<file path="src/common/itl_pkg.sv">
// Purpose: Constants and types of the inverse-time current limiter
// Assumes: Currents and levels in units of 0.01 %, times in 0.1 s units
// Notes:   Register offsets are byte addresses on an AXI4-Lite bus
package itl_pkg;
  localparam int unsigned CLK_MHZ      = 50;
  // Register byte offsets
  localparam logic [31:0] A_CTRL       = 32'h0000_0000;
  localparam logic [31:0] A_THRESH     = 32'h0000_0004;
  localparam logic [31:0] A_DELAY      = 32'h0000_0008;
  localparam logic [31:0] A_DOWN       = 32'h0000_000c;
  localparam logic [31:0] A_UP         = 32'h0000_0010;
  localparam logic [31:0] A_STAT       = 32'h0000_0014;
  localparam logic [31:0] A_IRQ_ST     = 32'h0000_0018;
  localparam logic [31:0] A_IRQ_MASK   = 32'h0000_001c;
  localparam logic [31:0] A_LEVEL      = 32'h0000_0020;
  // Control register fields
  localparam int unsigned CTRL_EN      = 0;
  localparam int unsigned CTRL_PM      = 1;
  localparam int unsigned CTRL_QUAD    = 2;
  localparam logic [2:0]  CTRL_RST     = 3'h1;
  // Status register fields
  localparam int unsigned STAT_ACT     = 0;
  localparam int unsigned STAT_ST_LSB  = 4;
  // Interrupt status bits
  localparam int unsigned IRQ_W        = 3;
  localparam int unsigned IRQ_TRIP     = 0;
  localparam int unsigned IRQ_FLOOR    = 1;
  localparam int unsigned IRQ_DONE     = 2;
  localparam logic [2:0]  IRQ_MASK_RST = 3'h0;
  // Settings: reset value, least and greatest
  localparam logic [15:0] THRESH_RST   = 16'h2904;
  localparam logic [15:0] THRESH_MIN   = 16'h1388;
  localparam logic [15:0] THRESH_MAX   = 16'h3a98;
  localparam logic [15:0] DELAY_RST    = 16'h0258;
  localparam logic [15:0] DELAY_MIN    = 16'h0032;
  localparam logic [15:0] DELAY_MAX    = 16'h0258;
  localparam logic [15:0] DOWN_RST     = 16'h0064;
  localparam logic [15:0] DOWN_MIN     = 16'h000a;
  localparam logic [15:0] DOWN_MAX     = 16'h0064;
  localparam logic [15:0] UP_RST       = 16'h04b0;
  localparam logic [15:0] UP_MIN       = 16'h000a;
  localparam logic [15:0] UP_MAX       = 16'h1770;
  // Overload reference levels and quadratic delay
  localparam logic [15:0] REF_STD      = 16'h3a98;
  localparam logic [15:0] REF_QUAD     = 16'h2af8;
  localparam logic [15:0] QUAD_DELAY   = 16'h0258;
  // Timing
  localparam int unsigned FULL_SCALE   = 10000;
  localparam int unsigned TICK_TIME_US = 1000;
  localparam int unsigned TICK_CYCLES  = TICK_TIME_US * CLK_MHZ;
  localparam int unsigned TENTH_US     = 100000;
  localparam int unsigned TICKS_PER_TENTH = TENTH_US / TICK_TIME_US;
  localparam int unsigned STEP_CYCLES  = TENTH_US * CLK_MHZ / FULL_SCALE;
  localparam int unsigned ACC_W        = 40;
  localparam int unsigned PER_W        = 22;
  // Bus answers
  localparam logic [1:0]  RESP_OKAY    = 2'h0;
  localparam logic [1:0]  RESP_DECERR  = 2'h3;

  typedef enum logic [3:0] {
    S_IDLE = 4'h1,
    S_DOWN = 4'h2,
    S_HOLD = 4'h4,
    S_UP   = 4'h8
  } lim_state_t;

  typedef struct packed {
    logic [2:0]  ctrl;
    logic [15:0] thresh;
    logic [15:0] delay;
    logic [15:0] down;
    logic [15:0] up;
  } cfg_t;

  typedef struct packed {
    cfg_t              cfg;
    lim_state_t        state;
    logic [ACC_W-1:0]  acc;
    logic [15:0]       limit;
    logic              active;
    logic [IRQ_W-1:0]  irq_st;
    logic [IRQ_W-1:0]  irq_mask;
    logic              irq;
    logic              aw_rdy;
    logic              w_rdy;
    logic              aw_got;
    logic              w_got;
    logic [31:0]       waddr;
    logic [31:0]       wdata;
    logic [3:0]        wstrb;
    logic              bvalid;
    logic [1:0]        bresp;
    logic              ar_rdy;
    logic              rvalid;
    logic [31:0]       rdata;
    logic [1:0]        rresp;
  } st_t;
endpackage : itl_pkg

</file>
<file path="src/design/itl_tick.sv">
// Purpose: Periodic one-cycle tick with a run-time period
// Assumes: Period of at least one cycle
// Notes:   Clear holds the count at zero
`timescale 1ns/1ps
`default_nettype none
module itl_tick #(
  parameter int unsigned W = 22
) (
  input  wire logic         clk,
  input  wire logic         arst_n,
  input  wire logic         clr,
  input  wire logic [W-1:0] period,
  output logic              tick
);
  typedef struct packed {
    logic [W-1:0] cnt;
    logic         tick;
  } tk_t;

  tk_t s_q;
  tk_t s_d;

  always_comb begin
    s_d      = s_q;
    s_d.tick = 1'b0;
    if (clr) begin
      s_d.cnt = '0;
    end else if ({1'b0, s_q.cnt} + (W+1)'(1) >= {1'b0, period}) begin
      s_d.cnt  = '0;
      s_d.tick = 1'b1;
    end else begin
      s_d.cnt = s_q.cnt + W'(1);
    end
  end

  always_ff @(posedge clk or negedge arst_n) begin
    if (!arst_n) begin
      s_q <= '0;
    end else begin
      s_q <= s_d;
    end
  end

  assign tick = s_q.tick;
endmodule : itl_tick
`default_nettype wire

</file>
<file path="src/design/itl_limiter.sv">
// Purpose: Inverse-time overload current limiter with AXI4-Lite registers
// Assumes: Current inputs come from logic on SYS_CLK, 0.01 % per unit
// Notes:   One accumulator tick per millisecond
//
// Contract
// RL1 - Limiter works in every motor mode except permanent magnet mode.
// RL2 - Current above threshold adds its excess to the accumulator.
// RL3 - Threshold is the settled reduced limit; default 105 %, 50-150 %.
// RL4 - Nominal limit allowed until duration at 150 % expires; 5-60 s.
// RL5 - On expiry the limit starts lowering from the nominal limit. A trip from S_UP lowers from the present limit instead.
// RL6 - Limit falls toward threshold at decay ramp rate; 1-10 s.
// RL7 - After overload, limit rises to nominal at recovery rate; 1-600 s.
// RL8 - Quadratic load mode allows 110 % for 60 s before limiting.
// RL9 - Read-only active flag while reduced limit applies; low after reset.
// RL10 - Present effective limit is reported on a read-only output.
// RL11 - Accumulator drains below threshold; empty means overload removed.
// RL12 - Ramp time spans full scale; fixed step per derived tick.
//
// Implementation choices: the placing of the registers and the AXI4-Lite register port.
`timescale 1ns/1ps
`default_nettype none
module itl_limiter #(
  parameter int unsigned TICK_CYCLES = itl_pkg::TICK_CYCLES,
  parameter int unsigned STEP_CYCLES = itl_pkg::STEP_CYCLES
) (
  input  wire logic        SYS_CLK,
  input  wire logic        ARST_N,
  input  wire logic [31:0] AWADDR,
  input  wire logic [2:0]  AWPROT,
  input  wire logic        AWVALID,
  output logic             AWREADY,
  input  wire logic [31:0] WDATA,
  input  wire logic [3:0]  WSTRB,
  input  wire logic        WVALID,
  output logic             WREADY,
  output logic [1:0]       BRESP,
  output logic             BVALID,
  input  wire logic        BREADY,
  input  wire logic [31:0] ARADDR,
  input  wire logic [2:0]  ARPROT,
  input  wire logic        ARVALID,
  output logic             ARREADY,
  output logic [31:0]      RDATA,
  output logic [1:0]       RRESP,
  output logic             RVALID,
  input  wire logic        RREADY,
  input  wire logic [15:0] MOTOR_CURRENT,
  input  wire logic [15:0] NOMINAL_LIMIT,
  output logic [15:0]      LIMIT_OUT,
  output logic             LIMITER_ACTIVE,
  output logic             IRQ
);
  localparam int unsigned PW = itl_pkg::PER_W;
  localparam int unsigned AW = itl_pkg::ACC_W;

  itl_pkg::st_t       s_q;
  itl_pkg::st_t       s_d;
  logic               ms_tick;
  logic               step_tick;
  logic               ramp_clr;
  logic [PW-1:0]      ramp_per;
  logic [31:0]        waddr_al;
  logic [31:0]        raddr_al;
  logic [31:0]        wv;
  logic [15:0]        ref_lvl;
  logic [15:0]        dly;
  logic [15:0]        excess;
  logic [AW-1:0]      trip;
  logic [AW-1:0]      acc_n;
  logic               run;

  function automatic logic [31:0] merge(
    input logic [31:0] old,
    input logic [31:0] data,
    input logic [3:0]  strb
  );
    logic [31:0] r;
    r = old;
    for (int i = 0; i < 4; i++) begin
      if (strb[i]) begin
        r[8*i +: 8] = data[8*i +: 8];
      end
    end
    return r;
  endfunction : merge

  function automatic logic [15:0] clamp(
    input logic [15:0] v,
    input logic [15:0] lo,
    input logic [15:0] hi
  );
    logic [15:0] r;
    r = v;
    if (v < lo) begin
      r = lo;
    end else if (v > hi) begin
      r = hi;
    end
    return r;
  endfunction : clamp

  itl_tick #(
    .W      (PW)
  ) u_ms_tick (
    .clk    (SYS_CLK),
    .arst_n (ARST_N),
    .clr    (1'b0),
    .period (PW'(TICK_CYCLES)),
    .tick   (ms_tick)
  );

  always_comb begin
    ramp_clr = !(s_q.state == itl_pkg::S_DOWN ||
                 s_q.state == itl_pkg::S_UP);
    if (s_q.state == itl_pkg::S_UP) begin
      ramp_per = PW'(32'(s_q.cfg.up) * STEP_CYCLES); // RL7 RL12
    end else begin
      ramp_per = PW'(32'(s_q.cfg.down) * STEP_CYCLES); // RL6 RL12
    end
  end

  itl_tick #(
    .W      (PW)
  ) u_step_tick (
    .clk    (SYS_CLK),
    .arst_n (ARST_N),
    .clr    (ramp_clr),
    .period (ramp_per),
    .tick   (step_tick)
  );

  always_comb begin
    s_d      = s_q;
    waddr_al = {s_q.waddr[31:2], 2'b00};
    raddr_al = {ARADDR[31:2], 2'b00};
    wv       = '0;

    // Write address and data, taken in either order
    if (AWVALID && s_q.aw_rdy) begin
      s_d.waddr  = AWADDR;
      s_d.aw_got = 1'b1;
      s_d.aw_rdy = 1'b0;
    end
    if (WVALID && s_q.w_rdy) begin
      s_d.wdata = WDATA;
      s_d.wstrb = WSTRB;
      s_d.w_got = 1'b1;
      s_d.w_rdy = 1'b0;
    end

    // Register write once both halves are held
    if (s_q.aw_got && s_q.w_got && !s_q.bvalid) begin
      s_d.aw_got = 1'b0;
      s_d.w_got  = 1'b0;
      s_d.bvalid = 1'b1;
      s_d.bresp  = itl_pkg::RESP_OKAY;
      unique case (waddr_al)
        itl_pkg::A_CTRL: begin
          wv = merge({29'h0, s_q.cfg.ctrl}, s_q.wdata, s_q.wstrb);
          s_d.cfg.ctrl = wv[2:0];
        end
        itl_pkg::A_THRESH: begin
          wv = merge({16'h0, s_q.cfg.thresh}, s_q.wdata, s_q.wstrb);
          s_d.cfg.thresh = clamp(wv[15:0], itl_pkg::THRESH_MIN,
                                 itl_pkg::THRESH_MAX); // RL3
        end
        itl_pkg::A_DELAY: begin
          wv = merge({16'h0, s_q.cfg.delay}, s_q.wdata, s_q.wstrb);
          s_d.cfg.delay = clamp(wv[15:0], itl_pkg::DELAY_MIN,
                                itl_pkg::DELAY_MAX); // RL4
        end
        itl_pkg::A_DOWN: begin
          wv = merge({16'h0, s_q.cfg.down}, s_q.wdata, s_q.wstrb);
          s_d.cfg.down = clamp(wv[15:0], itl_pkg::DOWN_MIN,
                               itl_pkg::DOWN_MAX); // RL6
        end
        itl_pkg::A_UP: begin
          wv = merge({16'h0, s_q.cfg.up}, s_q.wdata, s_q.wstrb);
          s_d.cfg.up = clamp(wv[15:0], itl_pkg::UP_MIN,
                             itl_pkg::UP_MAX); // RL7
        end
        itl_pkg::A_IRQ_MASK: begin
          wv = merge({29'h0, s_q.irq_mask}, s_q.wdata, s_q.wstrb);
          s_d.irq_mask = wv[2:0];
        end
        itl_pkg::A_STAT, itl_pkg::A_IRQ_ST, itl_pkg::A_LEVEL: begin
          s_d.bresp = itl_pkg::RESP_OKAY;
        end
        default: begin
          s_d.bresp = itl_pkg::RESP_DECERR;
        end
      endcase
    end
    if (s_q.bvalid && BREADY) begin
      s_d.bvalid = 1'b0;
      s_d.aw_rdy = 1'b1;
      s_d.w_rdy  = 1'b1;
    end

    // Read channel
    if (ARVALID && s_q.ar_rdy) begin
      s_d.ar_rdy = 1'b0;
      s_d.rvalid = 1'b1;
      s_d.rresp  = itl_pkg::RESP_OKAY;
      s_d.rdata  = '0;
      unique case (raddr_al)
        itl_pkg::A_CTRL:     s_d.rdata = {29'h0, s_q.cfg.ctrl};
        itl_pkg::A_THRESH:   s_d.rdata = {16'h0, s_q.cfg.thresh};
        itl_pkg::A_DELAY:    s_d.rdata = {16'h0, s_q.cfg.delay};
        itl_pkg::A_DOWN:     s_d.rdata = {16'h0, s_q.cfg.down};
        itl_pkg::A_UP:       s_d.rdata = {16'h0, s_q.cfg.up};
        itl_pkg::A_STAT: begin
          s_d.rdata[itl_pkg::STAT_ACT] = s_q.active; // RL9
          s_d.rdata[itl_pkg::STAT_ST_LSB +: 4] = s_q.state;
        end
        itl_pkg::A_IRQ_ST: begin
          s_d.rdata  = {29'h0, s_q.irq_st};
          s_d.irq_st = '0;
        end
        itl_pkg::A_IRQ_MASK: s_d.rdata = {29'h0, s_q.irq_mask};
        itl_pkg::A_LEVEL:    s_d.rdata = {16'h0, s_q.limit}; // RL10
        default: begin
          s_d.rresp = itl_pkg::RESP_DECERR;
        end
      endcase
    end
    if (s_q.rvalid && RREADY) begin
      s_d.rvalid = 1'b0;
      s_d.ar_rdy = 1'b1;
    end

    // Overload reference and permitted duration
    run = s_q.cfg.ctrl[itl_pkg::CTRL_EN] &&
          !s_q.cfg.ctrl[itl_pkg::CTRL_PM]; // RL1
    if (s_q.cfg.ctrl[itl_pkg::CTRL_QUAD]) begin
      ref_lvl = itl_pkg::REF_QUAD; // RL8
      dly     = itl_pkg::QUAD_DELAY; // RL8
    end else begin
      ref_lvl = itl_pkg::REF_STD; // RL4
      dly     = s_q.cfg.delay; // RL4
    end
    if (ref_lvl > s_q.cfg.thresh) begin
      trip = AW'(ref_lvl - s_q.cfg.thresh) * AW'(dly) *
             AW'(itl_pkg::TICKS_PER_TENTH); // RL4
    end else begin
      trip = AW'(1);
    end

    // Accumulator: integrate excess, drain below threshold
    acc_n  = s_q.acc;
    excess = '0;
    if (ms_tick) begin
      if (MOTOR_CURRENT > s_q.cfg.thresh) begin
        excess = MOTOR_CURRENT - s_q.cfg.thresh;
        acc_n  = s_q.acc + AW'(excess); // RL2
      end else begin
        excess = s_q.cfg.thresh - MOTOR_CURRENT;
        if (s_q.acc > AW'(excess)) begin
          acc_n = s_q.acc - AW'(excess); // RL11
        end else begin
          acc_n = '0; // RL11
        end
      end
    end
    s_d.acc = acc_n;

    // Limit state machine
    unique case (s_q.state)
      itl_pkg::S_IDLE: begin
        s_d.limit = NOMINAL_LIMIT;
        if (acc_n >= trip) begin
          s_d.state = itl_pkg::S_DOWN; // RL4
          s_d.limit = NOMINAL_LIMIT; // RL5
          s_d.irq_st[itl_pkg::IRQ_TRIP] = 1'b1;
        end
      end
      itl_pkg::S_DOWN: begin
        if (acc_n == '0) begin
          s_d.state = itl_pkg::S_UP; // RL11
        end else if (s_q.limit <= s_q.cfg.thresh) begin
          s_d.state = itl_pkg::S_HOLD; // RL3
          s_d.irq_st[itl_pkg::IRQ_FLOOR] = 1'b1;
        end else if (step_tick) begin
          s_d.limit = s_q.limit - 16'h1; // RL6 RL12
        end
      end
      itl_pkg::S_HOLD: begin
        if (acc_n == '0) begin
          s_d.state = itl_pkg::S_UP; // RL11
        end
      end
      itl_pkg::S_UP: begin
        if (acc_n >= trip) begin
          s_d.state = itl_pkg::S_DOWN;
          s_d.irq_st[itl_pkg::IRQ_TRIP] = 1'b1;
        end else if (s_q.limit >= NOMINAL_LIMIT) begin
          s_d.state = itl_pkg::S_IDLE; // RL7
          s_d.limit = NOMINAL_LIMIT;
          s_d.irq_st[itl_pkg::IRQ_DONE] = 1'b1;
        end else if (step_tick) begin
          s_d.limit = s_q.limit + 16'h1; // RL7 RL12
        end
      end
    endcase

    if (!run) begin
      s_d.state = itl_pkg::S_IDLE; // RL1
      s_d.acc   = '0;
      s_d.limit = NOMINAL_LIMIT;
    end

    s_d.active = (s_d.state != itl_pkg::S_IDLE); // RL9
    s_d.irq    = |(s_d.irq_st & s_d.irq_mask);
  end

  always_ff @(posedge SYS_CLK or negedge ARST_N) begin
    if (!ARST_N) begin
      s_q            <= '0;
      s_q.cfg.ctrl   <= itl_pkg::CTRL_RST;
      s_q.cfg.thresh <= itl_pkg::THRESH_RST; // RL3
      s_q.cfg.delay  <= itl_pkg::DELAY_RST; // RL4
      s_q.cfg.down   <= itl_pkg::DOWN_RST; // RL6
      s_q.cfg.up     <= itl_pkg::UP_RST; // RL7
      s_q.state      <= itl_pkg::S_IDLE;
      s_q.active     <= 1'b0; // RL9
      s_q.irq_mask   <= itl_pkg::IRQ_MASK_RST;
      s_q.aw_rdy     <= 1'b1;
      s_q.w_rdy      <= 1'b1;
      s_q.ar_rdy     <= 1'b1;
    end else begin
      s_q <= s_d;
    end
  end

  // Outputs straight from the state register
  assign AWREADY        = s_q.aw_rdy;
  assign WREADY         = s_q.w_rdy;
  assign BVALID         = s_q.bvalid;
  assign BRESP          = s_q.bresp;
  assign ARREADY        = s_q.ar_rdy;
  assign RVALID         = s_q.rvalid;
  assign RDATA          = s_q.rdata;
  assign RRESP          = s_q.rresp;
  assign LIMIT_OUT      = s_q.limit; // RL10
  assign LIMITER_ACTIVE = s_q.active; // RL9
  assign IRQ            = s_q.irq;
endmodule : itl_limiter
`default_nettype wire

</file>
<file path="config.mk">
export PLATFORM = sky130hd
export DESIGN_NAME = itl_limiter
export DESIGN_NICKNAME = d
export VERILOG_FILES = /design/src/common/itl_pkg.sv /design/src/design/itl_tick.sv /design/src/design/itl_limiter.sv
export SDC_FILE = /design/constraint.sdc
export NUM_CORES = 2
export LEC_CHECK = 0
export ABC_AREA = 1
export BUFFER_PORTS_ARGS = -buffer_cell sky130_fd_sc_hd__buf_2
export CELL_PAD_IN_SITES_DETAIL_PLACEMENT = 0
export CELL_PAD_IN_SITES_GLOBAL_PLACEMENT = 1
export CORE_UTILIZATION = 48
export DETAILED_ROUTE_END_ITERATION = 8
export PLACE_DENSITY_LB_ADDON = 0.1
export SLEW_MARGIN = 20
export SYNTH_ARGS = -nofsm -noshare
export SYNTH_HDL_FRONTEND = slang
export SYNTH_SLANG_ARGS = --single-unit
</file>
<file path="constraint.sdc">
create_clock -name SYS_CLK -period 16.3 [get_ports SYS_CLK]
set_input_delay 1.63 -clock SYS_CLK [delete_from_list [all_inputs] [get_ports SYS_CLK]]
set_output_delay 1.63 -clock SYS_CLK [all_outputs]
set_load 0.01 [all_outputs]
</file>
Yosys cells after proc, flatten, opt, wreduce, memory -nomap -nowiden:

Cells that the tools add are included.
Widths: inputs -> output; s select.

* register bits: 274
* memory bits (read-only): 0
* bits in writable memories: 0
* output and inout port bits: 59
* bits in latches: 0
* memories kept: 0
* input bits: 145
* logic and storage cells: 207

* add/subtract/negate cells: 11
* multiply operators: 4
* $lt $le $gt $ge: 16
* shifts and indexed selects: 0
* div/mod/pow operators: 0
* reductions and logical operators: 30
* bitwise operators: 1
* mux-type cells: 89
* equality and inequality tests: 27

Operators with widths (number)
* $eq 30x3->1 const B: 8
* $mux 16: 15
* $mux 8: 24
* $mux 40: 4
* $eq 30x2->1 const B: 4
* $mux 22: 4
* $eq 30x1->1 const B: 2
* $eq 30x4->1 const B: 2
* $logic_not 30->1: 2
* $mux 60: 1
* $pmux 16 s3: 1
* $add 22x1->23 const B: 2
* $add 22x1->22 const B: 2
* $add 40x16->40: 1
* $ge 40x40->1: 1
* $gt 40x16->1: 1
* $logic_not 40->1: 1
* $mul 16x7->20 const B: 2
* $mul 40x5->38 const B: 1
* $pmux 8 s5: 1
* $sub 40x16->40: 1
* $mux 36: 1
* $mul 17x17->34: 1
* $gt 16x16->1: 2
* 43 further kinds: 94

Depth between registers and ports, before layout:

* depth after elaboration: 10
* depth in mapped cells: 68
* depth with buffers taken out: 67

By module:

A second synthesis with hierarchy kept.

* cell total of the unflattened synthesis: 5932
* area, all modules: 42154.2 um^2

By module, submodules not included
* itl_limiter: cells each 5303, times used 1, area an instance 37953.9 um^2, seq. area each 5230.0 um^2
* itl_tick (u_ms_tick): cells each 320, times used 1, area an instance 2102.0 um^2, seq. area each 575.6 um^2
* itl_tick (u_step_tick): cells each 309, times used 1, area an instance 2098.3 um^2, seq. area each 575.6 um^2

Least setup slack after synthesis:

OpenSTA, ideal clock, no wires.

* path kind: register to register
* from: register s_q[227] (netlist name)
* to: register s_q (netlist bit LIMIT_OUT[6])
* path slack: 4.614 ns
* setup time: 0.123 ns
* clock period less this slack: 11.686 ns
* buffers on the path: 4
* required time: 16.177 ns
* data arrival time: 11.563 ns
* cell stages (with the launch flop): 64
* path through: dfrtp_1 -> inv_1 -> clkbuf_1 -> ha_1 -> nand2_1 -> nor2_1 -> nor2_1 -> o21ai_1 -> nand2_1 -> nand2_1 -> inv_1 -> o21ai_1 -> inv_1 -> o21ai_1 -> inv_1 -> nor2_1 -> clkbuf_1 -> inv_1 -> (+28 left out) -> nor2_1 -> or2_2 -> a21oi_1 -> xor2_1 -> nand2_1 -> ha_1 -> nand2_1 -> inv_1 -> nand3_1 -> nor3_1 -> nand4_1 -> nor3b_1 -> nand2_1 -> nand2_1 -> o21ai_1 -> nand3_4 -> buf_6 -> o21ai_2

* word-level cells in the longest chain between the ends: 8
* elaborated cells on any way between the ends: 21
* those cells by class: add/sub (5); mul (2); order compare (5); eq/ne (3); mux (4); reduce/logical (2)

RTL lines
* start: declaration: RTL line itl_limiter.sv:56 `itl_pkg::st_t s_q;`
* parallel branches: the longest is 7 deep, another holds $mul 40x5->38
* $reduce_and 6->1 (no source line) *

Mark *: on every way between the ends.
A chain may end at the register's enable or synchronous reset.

Worst setup path in the final report:

* from: register s_q[245] (netlist name)
* to: register s_q (netlist bit LIMIT_OUT[11])

* word-level cells in the longest chain between the ends: 8
* elaborated cells on any way between the ends: 10
* those cells by class: add/sub (1); mul (2); order compare (2); eq/ne (1); mux (3); reduce/logical (1)

RTL lines
* $mux 13: RTL line itl_limiter.sv:235 `if (s_q.cfg.ctrl[itl_pkg::CTRL_QUAD]) begin`
* $sub 14x16->17: RTL line itl_limiter.sv:243 `trip = AW'(ref_lvl - s_q.cfg.thresh) * AW'(dly) *`
* $mul 17x17->34: RTL line itl_limiter.sv:243
* $mul 40x5->38: RTL line itl_limiter.sv:243
* $mux 40 *: RTL line itl_limiter.sv:242 `if (ref_lvl > s_q.cfg.thresh) begin`
* $ge 40x40->1 *: RTL line itl_limiter.sv:293 `if (acc_n >= trip) begin`
* $ne 3x3->1 (no source line) *
* $reduce_and 6->1 (no source line) *

Mark *: on every way between the ends. The rest lies on a longest branch, timed or not.

==> reports/metrics.cfg <==
[run_status]
status=finished, final reports clean

[pwr]
p_sw_w=0.000785
p_leak_nw=24.3
clock_power_share_pct=38.8
comb_power_share_pct=25.4
p_seq_share_pct=35.7
p_per_area_mw_per_mm2=49.0
peakVddDrop_mv=0.0761
swShare_pct=36.7
intPower_w=0.00135

[clock_network]
htree_num_levels=2
cts_sinks=254
cts_tree=done
path_clk_slew_ns=0.06
clockRootBuffer=clkbuf_16
numCtsBuffers=36
insertion_delay_ns=0.59
post_cts_buffers=0
post_cts_resized=0
cts_max_path_buffers=3
cts_hold_buffers=0

[die]
fp.dieW_um=293
io_pins=204
start_util_pct=48.6
die_h_um=293
coreArea_mm2=0.0838
die-area_mm2=0.0861
rows=106

[drt]
final_antenna_net_count=0
drt_pre_antenna_iters=6
viasPerCell=5.28
wl_per_cell_um=17.9
wl_um=123000
dr_total_vias=36300
drt_iter0_markers=2474
route.detailed.drc=0

[synthesis]
syn_area_per_cell_um2=7.26
ys_seq_area_share_pct=15.6
synth-seq-cells=254
yosys.area.top_type=fa_1
synthArstFlopShare_pct=100
synthDominantCellAreaShare_pct=20.6
synth_area_mm2=0.0408
synthTopCellsByArea=fa_1 21%, dfrtp_1 14%, ha_1 13%
synth_edf_count=0
syn_inst=5618
yosysWarningCount=0
ys.flop_type=dfrtp_1
yosysUniqueCellTypes=76

[cells_and_area]
drive_above_1_share_pct=6.61
area_delta_synth_final_pct=6.95
stdcell_count=6868
nFillCells=8618
nets=6700
mostFrequentLayoutCells=1,167 x nand2_1, 1,131 x inv_1, 597 x nor2_1
diodes=0
layout_commonest_cell=nand2_1
design_area_mm2=0.0436

[setup_path]
arrival_ns=14.49
crit_fanout=32
cp-startpoint=s_q[245]
endpoint_kind=register
start_kind=register
r2r_end=LIMIT_OUT[11]
cp-endpoint=LIMIT_OUT[11]
timing.rr.start=s_q[245]
r2r_setup_slack_ns=2.27
slowest_delay_ns=0.75
setup.worst_path.class=reg -> reg
worst_path_max_delay_cell=dfrtp_1
crit_required_ns=16.76
r2r_cells=58

[global_routing]
grt_pass1_vias=36500
grt_max_degree=88
antenna_found_initial=2
overflow=0
grt_pass1_wl_um=199000
grtUsageTotal_pct=29.4

[flow_run]
maxCapViolCount=0

[placed_design]
hpwlAfterDp_um=101000
port_buffers=159
gp_routability_congestion=0.938
dp_cells=6803
placed_area_mm2=0.0424

[timing]
rsz0062_at_grt=no
fmax_ghz=0.0713
tightest_slew_ns=0.958
finalHoldViolCount=0
tns_ns=0
relSlewSlack_pct=35.6
fin_skew_ns=0.0367
period_minus_slack_ns=14.03
slew_viol_final=0
whs_ns=0.448
finalSetupViolCount=0
period_share_pct=86.1

[worst_hold_path]
hold_class=reg -> reg

[per-stage QoR]
| stage | setup slack (ns) | power (W) | utilization (%) |
|---|---|---|---|
| finish | 2.27 | 0.00214 | 52.0 |
| global route | 1.10 | 0.00226 | 52.0 |
| CTS | 2.37 | 0.00215 | 52.0 |
| detailed placement | 2.40 | 0.00131 | 50.6 |
| global placement | 2.57 | 0.00131 | 50.6 |
| floorplan | 4.61 | 0.00113 | - |
[registers in the layout (all words and copies together), names as in the netlist, 16 cells and up]
name	cells
s_q	167
LIMIT_OUT	16
u_ms_tick.s_q	22
RDATA	16
u_step_tick.s_q	22
[synthesized netlist by cell type, drive strengths merged (4+ instances only)]
master,n
xnor2,68
nand3,236
a21o,13
clkinv,13
nor4,26
o211ai,10
xor2,93
a21oi,312
buf,87
o21a,14
dfstp,20
nand3b,8
ha,428
a22oi,22
and3,4
nor2,609
nand2,1195
nand4,70
o22ai,57
a31oi,12
nor3b,4
o2111ai,10
o21ai,259
clkbuf,71
dfrtp,234
o21bai,9
and2,5
inv,1150
a211oi,7
or2,20
nor3,82
fa,420
o221ai,19
a21boi,7
[power by group through the flow]
stage	registers [W]	logic, W	clock network [W]
CTS	0.000763	0.000539	0.000849
floorplan	0.000748	0.000387	0
global placement	0.000772	0.000534	0
global route	0.000774	0.000611	0.000871
detailed placement	0.000773	0.000535	0
finish	0.000764	0.000543	0.000830
[worst max-delay path, delay by kind of cell, from the launching register on]
kind | cells | cell delay, ns
fa+ha+maj | 13 | 5.49
xor+xnor | 2 | 0.30
flops | 1 | 0.75
compound gates | 15 | 3.37
simple gates | 17 | 2.82
buf+inv | 11 | 1.13
[area by class of cell]
cell class                 instances  area [um2]  share of cell area [%]
clock buffer                      49        1000                    2.29
clock inverter                    16         234                   0.537
inverter                        1163        4370                    10.0
multi-input combinational       4064       29200                    66.9
sequential                       254        6380                    14.6
tap                             1134        1420                    3.25
timing repair buffer             188        1020                    2.35
[routing by layer]
layer | wire length (um) | global-route usage, % | vias to the layer above
li1 | - | - | 17800
met1 | 56200 | 41.2 | 17300
met2 | 54000 | 46.3 | 1029
met3 | 8980 | 4.88 | 181
met4 | 3800 | 8.66 | 2
met5 | 8 | 0 | -
[logic make-up after synthesis]
group	Yosys count	synth area share (%)
xor+xnor	161	3.46
fa+ha+maj	848	33.8
simple gates	2260	23.2
other cells	1	0.00920
flops	254	15.6
mux	2	0.0491
buf+inv	1321	13.0
compound gates	771	10.9
[worst min-delay path by stage]
| stage | from | end | slack, ns | cells after the start |
|---|---|---|---|---|
| final | u_step_tick.s_q[1] | u_step_tick.s_q[1] | 0.45 | 1 |
| after global routing | u_step_tick.s_q[1] | u_step_tick.s_q[1] | 0.46 | 1 |
| after CTS | u_step_tick.s_q[1] | u_step_tick.s_q[1] | 0.45 | 1 |
| after detailed placement | u_step_tick.s_q[1] | u_step_tick.s_q[1] | 0.45 | 1 |
| after global placement | u_step_tick.s_q[1] | u_step_tick.s_q[1] | 0.44 | 1 |
| after floorplan | u_step_tick.s_q[1] | u_step_tick.s_q[1] | 0.42 | 1 |
Note: power is estimated with default switching activity, not from simulation.
